### src/rtcl_pkg.sv
package rtcl_pkg;
   // Register indices; the APB byte address is four times the index.
   localparam logic [5:0] CTRL_IDX_A = 6'h0F;
   localparam logic [5:0] CTRL_IDX_B = 6'h1F;
   localparam logic [5:0] FLAG_IDX = 6'h20;
   localparam logic [5:0] ISTAT_IDX = 6'h21;
   localparam logic [5:0] IMASK_IDX = 6'h22;
   // Flag register fields.
   localparam int COMP_STOP_BIT = 0;
   localparam int DATA_LOSS_BIT = 1;
   localparam logic [1:0] FLAG_RESET = 2'h3;
   // Control register fields.
   localparam int UPDATE_IRQ_EN_BIT = 5;
   localparam int COUNTDOWN_IRQ_EN_BIT = 4;
   localparam int ALARM_IRQ_EN_BIT = 3;
   localparam int EXT_EVENT_IRQ_EN_BIT = 2;
   localparam int CLOCK_STOP_BIT = 0;
   localparam logic [5:0] CTRL_WMASK = 6'h3D;
   localparam logic [5:0] CTRL_RESET = 6'h00;
   // Interrupt status and mask share the flag layout.
   localparam logic [1:0] ISTAT_RESET = 2'h0;
   localparam logic [1:0] IMASK_RESET = 2'h0;
   localparam int SYNC_STAGES = 2;
endpackage

### src/rtcl_sync.sv
`timescale 1ns/100ps
module rtcl_sync #(
   parameter int WIDTH = 2
) (
   // Clock and reset
   input wire logic i_clk,
   input wire logic i_reset,
   // Asynchronous levels in, synchronised levels out
   input wire logic [WIDTH-1:0] i_async,
   output logic [WIDTH-1:0] o_sync
);
   logic [WIDTH-1:0] meta_q;
   logic [WIDTH-1:0] sync_q;

   // Checked at elaboration, so a bad width never reaches a build.
   if (WIDTH < 1) begin : g_bad_width
      $error("rtcl_sync: WIDTH must be at least 1");
   end

   // The first stage feeds only the second stage.
   always_ff @(posedge i_clk or posedge i_reset) begin
      if (i_reset) begin
         meta_q <= '0;
         sync_q <= '0;
      end else begin
         meta_q <= i_async;
         sync_q <= meta_q;
      end
   end

   assign o_sync = sync_q;
endmodule

### src/rtcl_top.sv
`timescale 1ns/100ps
module rtcl_top (
   // Clock and reset
   input wire logic I_CORE_CLK,
   input wire logic I_RESET,
   // APB slave
   input wire logic I_PSEL,
   input wire logic I_PENABLE,
   input wire logic I_PWRITE,
   input wire logic [7:0] I_PADDR,
   input wire logic [31:0] I_PWDATA,
   input wire logic [3:0] I_PSTRB,
   output logic O_PREADY,
   output logic [31:0] O_PRDATA,
   output logic O_PSLVERR,
   // Supply comparators, asynchronous levels, high while below threshold
   input wire logic I_BELOW_FIRST_LOW_THRESHOLD,
   input wire logic I_BELOW_SECOND_LOW_THRESHOLD,
   // Flags and control towards the timekeeping logic
   output logic O_COMPENSATION_STOP_FLAG,
   output logic O_DATA_LOSS_FLAG,
   output logic O_UPDATE_IRQ_ENABLE,
   output logic O_COUNTDOWN_IRQ_ENABLE,
   output logic O_ALARM_IRQ_ENABLE,
   output logic O_EXT_EVENT_IRQ_ENABLE,
   output logic O_CLOCK_STOP,
   // Interrupt
   output logic O_IRQ
);
   logic [1:0] low_s;
   logic [1:0] flag_q;
   logic [1:0] flag_d;
   logic [5:0] ctrl_q;
   logic [5:0] ctrl_d;
   logic [1:0] istat_q;
   logic [1:0] istat_d;
   logic [1:0] imask_q;
   logic [1:0] imask_d;
   logic [31:0] prdata_q;
   logic [31:0] prdata_d;
   logic [5:0] idx;
   logic hit_ctrl;
   logic hit_flag;
   logic hit_istat;
   logic hit_imask;
   logic mapped;
   logic wr_acc;
   logic rd_setup;
   logic lane0;
   logic [1:0] flag_event;
   logic clr_comp;

   rtcl_sync #(
      .WIDTH(2)
   ) u_low_sync (
      .i_clk(I_CORE_CLK),
      .i_reset(I_RESET),
      .i_async({I_BELOW_SECOND_LOW_THRESHOLD, I_BELOW_FIRST_LOW_THRESHOLD}),
      .o_sync(low_s)
   );

   assign idx = I_PADDR[7:2];
   assign hit_ctrl = (idx == rtcl_pkg::CTRL_IDX_A) || (idx == rtcl_pkg::CTRL_IDX_B);
   assign hit_flag = (idx == rtcl_pkg::FLAG_IDX);
   assign hit_istat = (idx == rtcl_pkg::ISTAT_IDX);
   assign hit_imask = (idx == rtcl_pkg::IMASK_IDX);
   assign mapped = hit_ctrl | hit_flag | hit_istat | hit_imask;
   assign wr_acc = I_PSEL & I_PENABLE & I_PWRITE & mapped;
   assign rd_setup = I_PSEL & ~I_PENABLE & ~I_PWRITE;
   // All registers are eight bits or less, so only the low byte lane matters.
   assign lane0 = I_PSTRB[0];

   // Flags: the hardware set wins over a software clear in the same cycle.
   always_comb begin
      flag_d = flag_q;
      if (wr_acc && hit_flag && lane0) begin
         if (!I_PWDATA[rtcl_pkg::COMP_STOP_BIT]) begin
            flag_d = 2'h0;
         end
         if (!I_PWDATA[rtcl_pkg::DATA_LOSS_BIT]) begin
            flag_d[rtcl_pkg::DATA_LOSS_BIT] = 1'b0;
         end
      end
      if (low_s[0]) begin
         flag_d[rtcl_pkg::COMP_STOP_BIT] = 1'b1;
      end
      if (low_s[1]) begin
         flag_d[rtcl_pkg::DATA_LOSS_BIT] = 1'b1;
      end
   end

   assign flag_event = flag_d & ~flag_q;
   assign clr_comp = wr_acc && hit_flag && lane0 && !I_PWDATA[rtcl_pkg::COMP_STOP_BIT];

   // Control register; bit 1 and the reserved bits are not stored and read zero.
   always_comb begin
      ctrl_d = ctrl_q;
      if (wr_acc && hit_ctrl && lane0) begin
         ctrl_d = I_PWDATA[5:0] & rtcl_pkg::CTRL_WMASK;
      end
   end

   // Interrupt status is write-one-to-clear; a new event wins over the clear.
   always_comb begin
      istat_d = istat_q;
      imask_d = imask_q;
      if (wr_acc && hit_istat && lane0) begin
         istat_d = istat_q & ~I_PWDATA[1:0];
      end
      istat_d = istat_d | flag_event;
      if (wr_acc && hit_imask && lane0) begin
         imask_d = I_PWDATA[1:0];
      end
   end

   // Read data are captured in the setup cycle so they come from a flip-flop.
   always_comb begin
      prdata_d = prdata_q;
      if (rd_setup) begin
         prdata_d = 32'h0000_0000;
         if (hit_ctrl) begin
            prdata_d[5:0] = ctrl_q;
         end
         if (hit_flag) begin
            prdata_d[1:0] = flag_q;
         end
         if (hit_istat) begin
            prdata_d[1:0] = istat_q;
         end
         if (hit_imask) begin
            prdata_d[1:0] = imask_q;
         end
      end
   end

   always_ff @(posedge I_CORE_CLK or posedge I_RESET) begin
      if (I_RESET) begin
         flag_q <= rtcl_pkg::FLAG_RESET;
         ctrl_q <= rtcl_pkg::CTRL_RESET;
         istat_q <= rtcl_pkg::ISTAT_RESET;
         imask_q <= rtcl_pkg::IMASK_RESET;
         prdata_q <= 32'h0000_0000;
      end else begin
         flag_q <= flag_d;
         ctrl_q <= ctrl_d;
         istat_q <= istat_d;
         imask_q <= imask_d;
         prdata_q <= prdata_d;
      end
   end

   assign O_PREADY = 1'b1;
   assign O_PRDATA = prdata_q;
   assign O_PSLVERR = I_PSEL & I_PENABLE & ~mapped;
   assign O_COMPENSATION_STOP_FLAG = flag_q[rtcl_pkg::COMP_STOP_BIT];
   assign O_DATA_LOSS_FLAG = flag_q[rtcl_pkg::DATA_LOSS_BIT];
   assign O_UPDATE_IRQ_ENABLE = ctrl_q[rtcl_pkg::UPDATE_IRQ_EN_BIT];
   assign O_COUNTDOWN_IRQ_ENABLE = ctrl_q[rtcl_pkg::COUNTDOWN_IRQ_EN_BIT];
   assign O_ALARM_IRQ_ENABLE = ctrl_q[rtcl_pkg::ALARM_IRQ_EN_BIT];
   assign O_EXT_EVENT_IRQ_ENABLE = ctrl_q[rtcl_pkg::EXT_EVENT_IRQ_EN_BIT];
   assign O_CLOCK_STOP = ctrl_q[rtcl_pkg::CLOCK_STOP_BIT];
   assign O_IRQ = |(istat_q & imask_q);

   property p_zero_clears;
      @(posedge I_CORE_CLK) disable iff (I_RESET)
      (wr_acc && hit_flag && lane0 && !I_PWDATA[0] && low_s == 2'h0)
         |=> (O_COMPENSATION_STOP_FLAG == 1'b0) && (O_DATA_LOSS_FLAG == 1'b0);
   endproperty
   a_zero_clears: assert property (p_zero_clears)
      else $error("flag write of zero did not clear both flags");

   property p_read_flag;
      @(posedge I_CORE_CLK) disable iff (I_RESET)
      (rd_setup && hit_flag) |=> (O_PRDATA[0] == $past(flag_q[0])) && (O_PRDATA[31:2] == '0);
   endproperty
   a_read_flag: assert property (p_read_flag)
      else $error("flag read data wrong");

   property p_sets_and_holds;
      @(posedge I_CORE_CLK) disable iff (I_RESET)
      low_s[0] |=> O_COMPENSATION_STOP_FLAG
         ##1 (O_COMPENSATION_STOP_FLAG || $past(clr_comp));
   endproperty
   a_sets_and_holds: assert property (p_sets_and_holds)
      else $error("compensation stop flag not set or not held");

   property p_write_one_keeps;
      @(posedge I_CORE_CLK) disable iff (I_RESET)
      (wr_acc && hit_flag && I_PWDATA[0] && !low_s[0])
         |=> $stable(O_COMPENSATION_STOP_FLAG);
   endproperty
   a_write_one_keeps: assert property (p_write_one_keeps)
      else $error("writing one changed the compensation stop flag");

   property p_alias;
      @(posedge I_CORE_CLK) disable iff (I_RESET)
      (wr_acc && idx == rtcl_pkg::CTRL_IDX_B && lane0)
         |=> ctrl_q == ($past(I_PWDATA[5:0]) & rtcl_pkg::CTRL_WMASK);
   endproperty
   a_alias: assert property (p_alias)
      else $error("control write at second address not taken");

   property p_ctrl_read;
      @(posedge I_CORE_CLK) disable iff (I_RESET)
      (rd_setup && hit_ctrl) |=> (O_PRDATA[1] == 1'b0) && (O_PRDATA[31:6] == '0)
         && (O_PRDATA[5:2] == {O_UPDATE_IRQ_ENABLE, O_COUNTDOWN_IRQ_ENABLE,
                               O_ALARM_IRQ_ENABLE, O_EXT_EVENT_IRQ_ENABLE});
   endproperty
   a_ctrl_read: assert property (p_ctrl_read)
      else $error("control read layout wrong");

   property p_stop;
      @(posedge I_CORE_CLK) disable iff (I_RESET)
      (wr_acc && hit_ctrl && lane0) |=> O_CLOCK_STOP == $past(I_PWDATA[0]);
   endproperty
   a_stop: assert property (p_stop)
      else $error("clock stop bit not written");

   property p_reset_ctrl;
      @(posedge I_CORE_CLK)
      $fell(I_RESET) |-> (ctrl_q == 6'h00) && !O_IRQ;
   endproperty
   a_reset_ctrl: assert property (p_reset_ctrl)
      else $error("control register not zero after reset");

   property p_irq;
      @(posedge I_CORE_CLK) disable iff (I_RESET)
      (flag_event[0] && imask_q[0] && !(wr_acc && hit_imask)) |=> O_IRQ;
   endproperty
   a_irq: assert property (p_irq)
      else $error("unmasked event did not raise interrupt");
endmodule

### config.mk
export PLATFORM = sky130hd
export DESIGN_NAME = rtcl_top
export DESIGN_NICKNAME = d
export VERILOG_FILES = /design/src/rtcl_pkg.sv /design/src/rtcl_sync.sv /design/src/rtcl_top.sv
export SDC_FILE = /design/constraint.sdc
export NUM_CORES = 1
export LEC_CHECK = 0
export BUFFER_PORTS_ARGS = -buffer_cell sky130_fd_sc_hd__buf_2
export CAP_MARGIN = 15
export CORE_ASPECT_RATIO = 1.4
export CORE_MARGIN = 2
export CORE_UTILIZATION = 34
export DETAILED_ROUTE_END_ITERATION = 7
export PLACE_DENSITY = 0.75
export SLEW_MARGIN = 5
export SYNTH_ARGS = -nofsm -noshare
export SYNTH_HDL_FRONTEND = slang
export SYNTH_SLANG_ARGS = --single-unit
### constraint.sdc
create_clock -name I_CORE_CLK -period 1.1 [get_ports I_CORE_CLK]
set_input_delay 0.11 -clock I_CORE_CLK [delete_from_list [all_inputs] [get_ports I_CORE_CLK]]
set_output_delay 0.11 -clock I_CORE_CLK [all_outputs]
set_load 0.005 [all_outputs]
==> metrics <==
portion of the clock cycle consumed by the worst path in the final layout 1.163; Crit. End Element flop; endpoint of the lowest-slack register-to-register path O_PRDATA[0]$_DFFE_PP0P_; worst flop-to-flop path startpoint flag_q[0]$_DFF_PP1_; crit-path max cell delay 540 ps; WP buf/inv 1; global route total overflow 0; core utilization of the finished layout 0.4760; DRC violations left 0; drt wl/cell between 10 and 15 um; Clock Latency Late Sink 260 ps; overall power 1.523 mW; detailed-route via count 905; routability cong. 0.7339; H-tree Lvls 1; deepest clock path buffer count 2; slack of the worst reg-to-reg path -130 ps; global routing met3 resource utilization 0.03086; Leakage 0.7693 nW; number of filler cells placed in the layout 310; delay-heaviest family, CP simple AND/OR/NAND/NOR gates; mux contribution to synthesized area 0.07915; Crit Path Max Fanout 5; overall fraction of global-route tracks in use 0.1272; first-pass GRT wire length approximately 3.6 mm; starting density of the core 0.3594; critical path startpoint category primary input; final critical path time including I/O delays and setup 1280 ps; Setup Viol. Count Final 8; Die Y-Extent 71.98 um; main combinational cell family by area after synthesis buffers and inverters; initial DRC count 10; worst-case vdd ir drop 0.0009024 V; CTS tree yes; number of optimization iterations in the first detailed-route pass 4; Synth Register Bits 21; category of the most critical setup path in -> reg; Rows 24; area share of xor/xnor cells in the synthesized design 0; final-report hold violation count 0; clock sink count 21; final cell count without fillers slightly above 200; CTS Buf Count 3; Synth Warn # 0; area of the die 3783 um^2; final worst setup slack -179.6 ps; half-perimeter wire length after placement 1.713 mm; Cell Pwr Density a little over 1000 nW/um^2; class of the most critical hold timing path in -> reg; diode count 0; drt total wl 2.312 mm; busiest layer in global routing met2; post-synthesis sequential area ratio 0.4705; required time of the critical path 1250 ps; Buffers on Ports 34; number of max-cap violations 0; Cell Chain, Critical Path buf_6 > or4b_4 > or2_4 > nor2_4 > mux2_4; DRT antenna net count 0; Cell Area, Synth around 1100 um^2; simple-gate area share of the yosys netlist 0.1405; adder and majority gate portion of the synthesized area 0; DP Area approximately 1300 um^2; number of cells on the critical path 5; Reg clk slew, reported paths ~80 ps; logic depth of the worst register-to-register path 4; Core Area 3123 um^2; start point of the critical path I_PADDR[6]; top achievable clock speed 781.5 MHz; RSZ-0062 raised after global routing true; fraction of layout instances using a drive strength above 1 0.4242; grt met2 use 0.2208; Final Max Slew Viols 0; Chip Width between 50 and 60 um; maximum number of pins on one net before global-route repair 22; average size of a mapped cell between 9 and 10 um^2; total non-filler cell area in the finished layout 1486 um^2; area delta synth->final 32.44%; distinct cell type count after synthesis 25; placed instance count 193; number of antenna violations at the first check in global routing 0; capturing instance or port of the critical path imask_q[1]$_DFFE_PP0P_; gate count of the mapped netlist 113; compound-gate portion of the synthesized area 0.1026; run status finished, violations left; clock skew just over 4 ps; met1 demand-to-capacity share in global routing 0.1467; WP data arrival 1430 ps; routed vias/inst 4.436; total number of nets in the final design ~220; boundary pin count 93; buffer cell driving the clock tree root clkbuf_8; violations in the final reports setup timing; Hold WS around 70 ps; cell with the biggest individual delay on the critical path or4b_4; number of global-route vias before repair 844
-- worst reg2reg max path, stage by stage, from the launching register on --
cell      delay (ps)
dfstp_2          550
nor3_1            70
a211oi_2         220
a21oi_1           70
o31ai_1          240
-- layout make-up --
| class | count | area (um^2) | area share |
|---|---|---|---|
| Timing Repair Buffer | 53 | 350.3 | 0.2357 |
| Tap cell | 39 | 48.80 | 0.03283 |
| Sequential cell | 21 | 528.0 | 0.3552 |
| Inverter | 3 | 11.26 | 0.007576 |
| Multi-Input combinational cell | 84 | 501.7 | 0.3375 |
| Clock buffer | 3 | 41.29 | 0.02778 |
| Clock inverter | 1 | 5.005 | 0.003367 |
-- synthesized netlist by cell type, drive strengths merged --
library cell	instances	area, um^2
o21ai	8	40.04
nor3	4	20.02
inv	3	11.26
a211oi	1	7.510
dfstp	2	52.55
dfrtp	19	475.5
buf	27	202.7
nand2	17	63.81
nand4	1	6.260
nor4	1	6.260
nor2	3	18.77
a21oi	2	10.01
a22o	2	17.52
clkbuf	3	11.26
o41ai	1	8.760
a211o	1	8.760
mux2	7	78.83
o31ai	3	22.52
nand3b	1	7.510
nand2b	2	12.51
conb	2	7.510
or4b	1	13.76
mux2i	1	10.01
or2	1	8.760
-- state kept, by name, summed over array words and instances, names as in the netlist --
| signal | cells |
|---|---|
| flag_q | 2 |
| imask_q | 2 |
| ctrl_q | 5 |
| istat_q | 2 |
| u_low_sync.o_sync | 2 |
| O_PRDATA | 6 |
| u_low_sync.meta_q | 2 |
-- timing repair --
| action | 4_1_cts | 5_1_grt |
|---|---|---|
| cloned | 0 | 0 |
| hold endpoints to repair | 21 | 0 |
| pin swaps | 4 | 2 |
| buffers inserted | 3 | 2 |
| setup endpoints to repair | 9 | 10 |
| hold buffers | 3 | 0 |
| gates resized for setup | 8 | 3 |
-- layer usage --
metal | vias up | part of all wire | routed length [um]
met5 | - | 0 | 0
met4 | 0 | 0.017 | 39
met3 | 6 | 0.071 | 165
met2 | 44 | 0.54 | 1256
met1 | 424 | 0.37 | 851
li1 | 431 | - | -
-- power by group --
group          internal, mW  leakage (nW)  switching (mW)
Combinational        0.0995         0.478           0.108
Sequential            0.795         0.266          0.0134
Clock                 0.253        0.0255           0.255
Total                  1.15         0.769           0.376
-- cells by family after synthesis --
group,Yosys count
mux,8
compound gates,18
other cells,2
buf+inv,33
simple gates,31
flops,21
-- layout by cell type, fill, tap and decap left out, types with 2 or more instances in the layout --
cell,count
buf_2,31
conb_1,27
dfrtp_1,19
nand2_1,17
buf_4,13
buf_6,6
mux2_2,5
o21ai_0,5
nor3_1,4
inv_1,3
o31ai_1,3
o21ai_1,3
clkbuf_8,3
dlygate4sd3_1,3
nor2_1,2
mux2_4,2
a22o_1,2
dfstp_2,2
-- through the flow --
stage          setup TNS (ps)  setup slack [ps]
2_1_floorplan           -1642            -367.3
3_3_place_gp            -3441            -453.1
3_5_place_dp            -3698            -482.2
4_1_cts                -964.0            -177.7
5_1_grt                 -1406            -198.2
6_report                -1113            -179.6
-- how the worst min path moves through the flow --
stage	slack (ps)	from	depth (start not counted)	to
after detailed placement	150	I_RESET	3	u_low_sync.meta_q[1]$_DFF_PP0_
after CTS	70	I_PWDATA[3]	2	ctrl_q[3]$_DFFE_PP0P_
after global placement	150	I_RESET	3	u_low_sync.meta_q[1]$_DFF_PP0_
final	70	I_PWDATA[3]	2	ctrl_q[3]$_DFFE_PP0P_
after floorplan	90	I_RESET	1	O_PRDATA[0]$_DFFE_PP0P_
after global routing	80	I_PWDATA[3]	2	ctrl_q[3]$_DFFE_PP0P_
No activity file was read; power rests on OpenSTA's default activity.
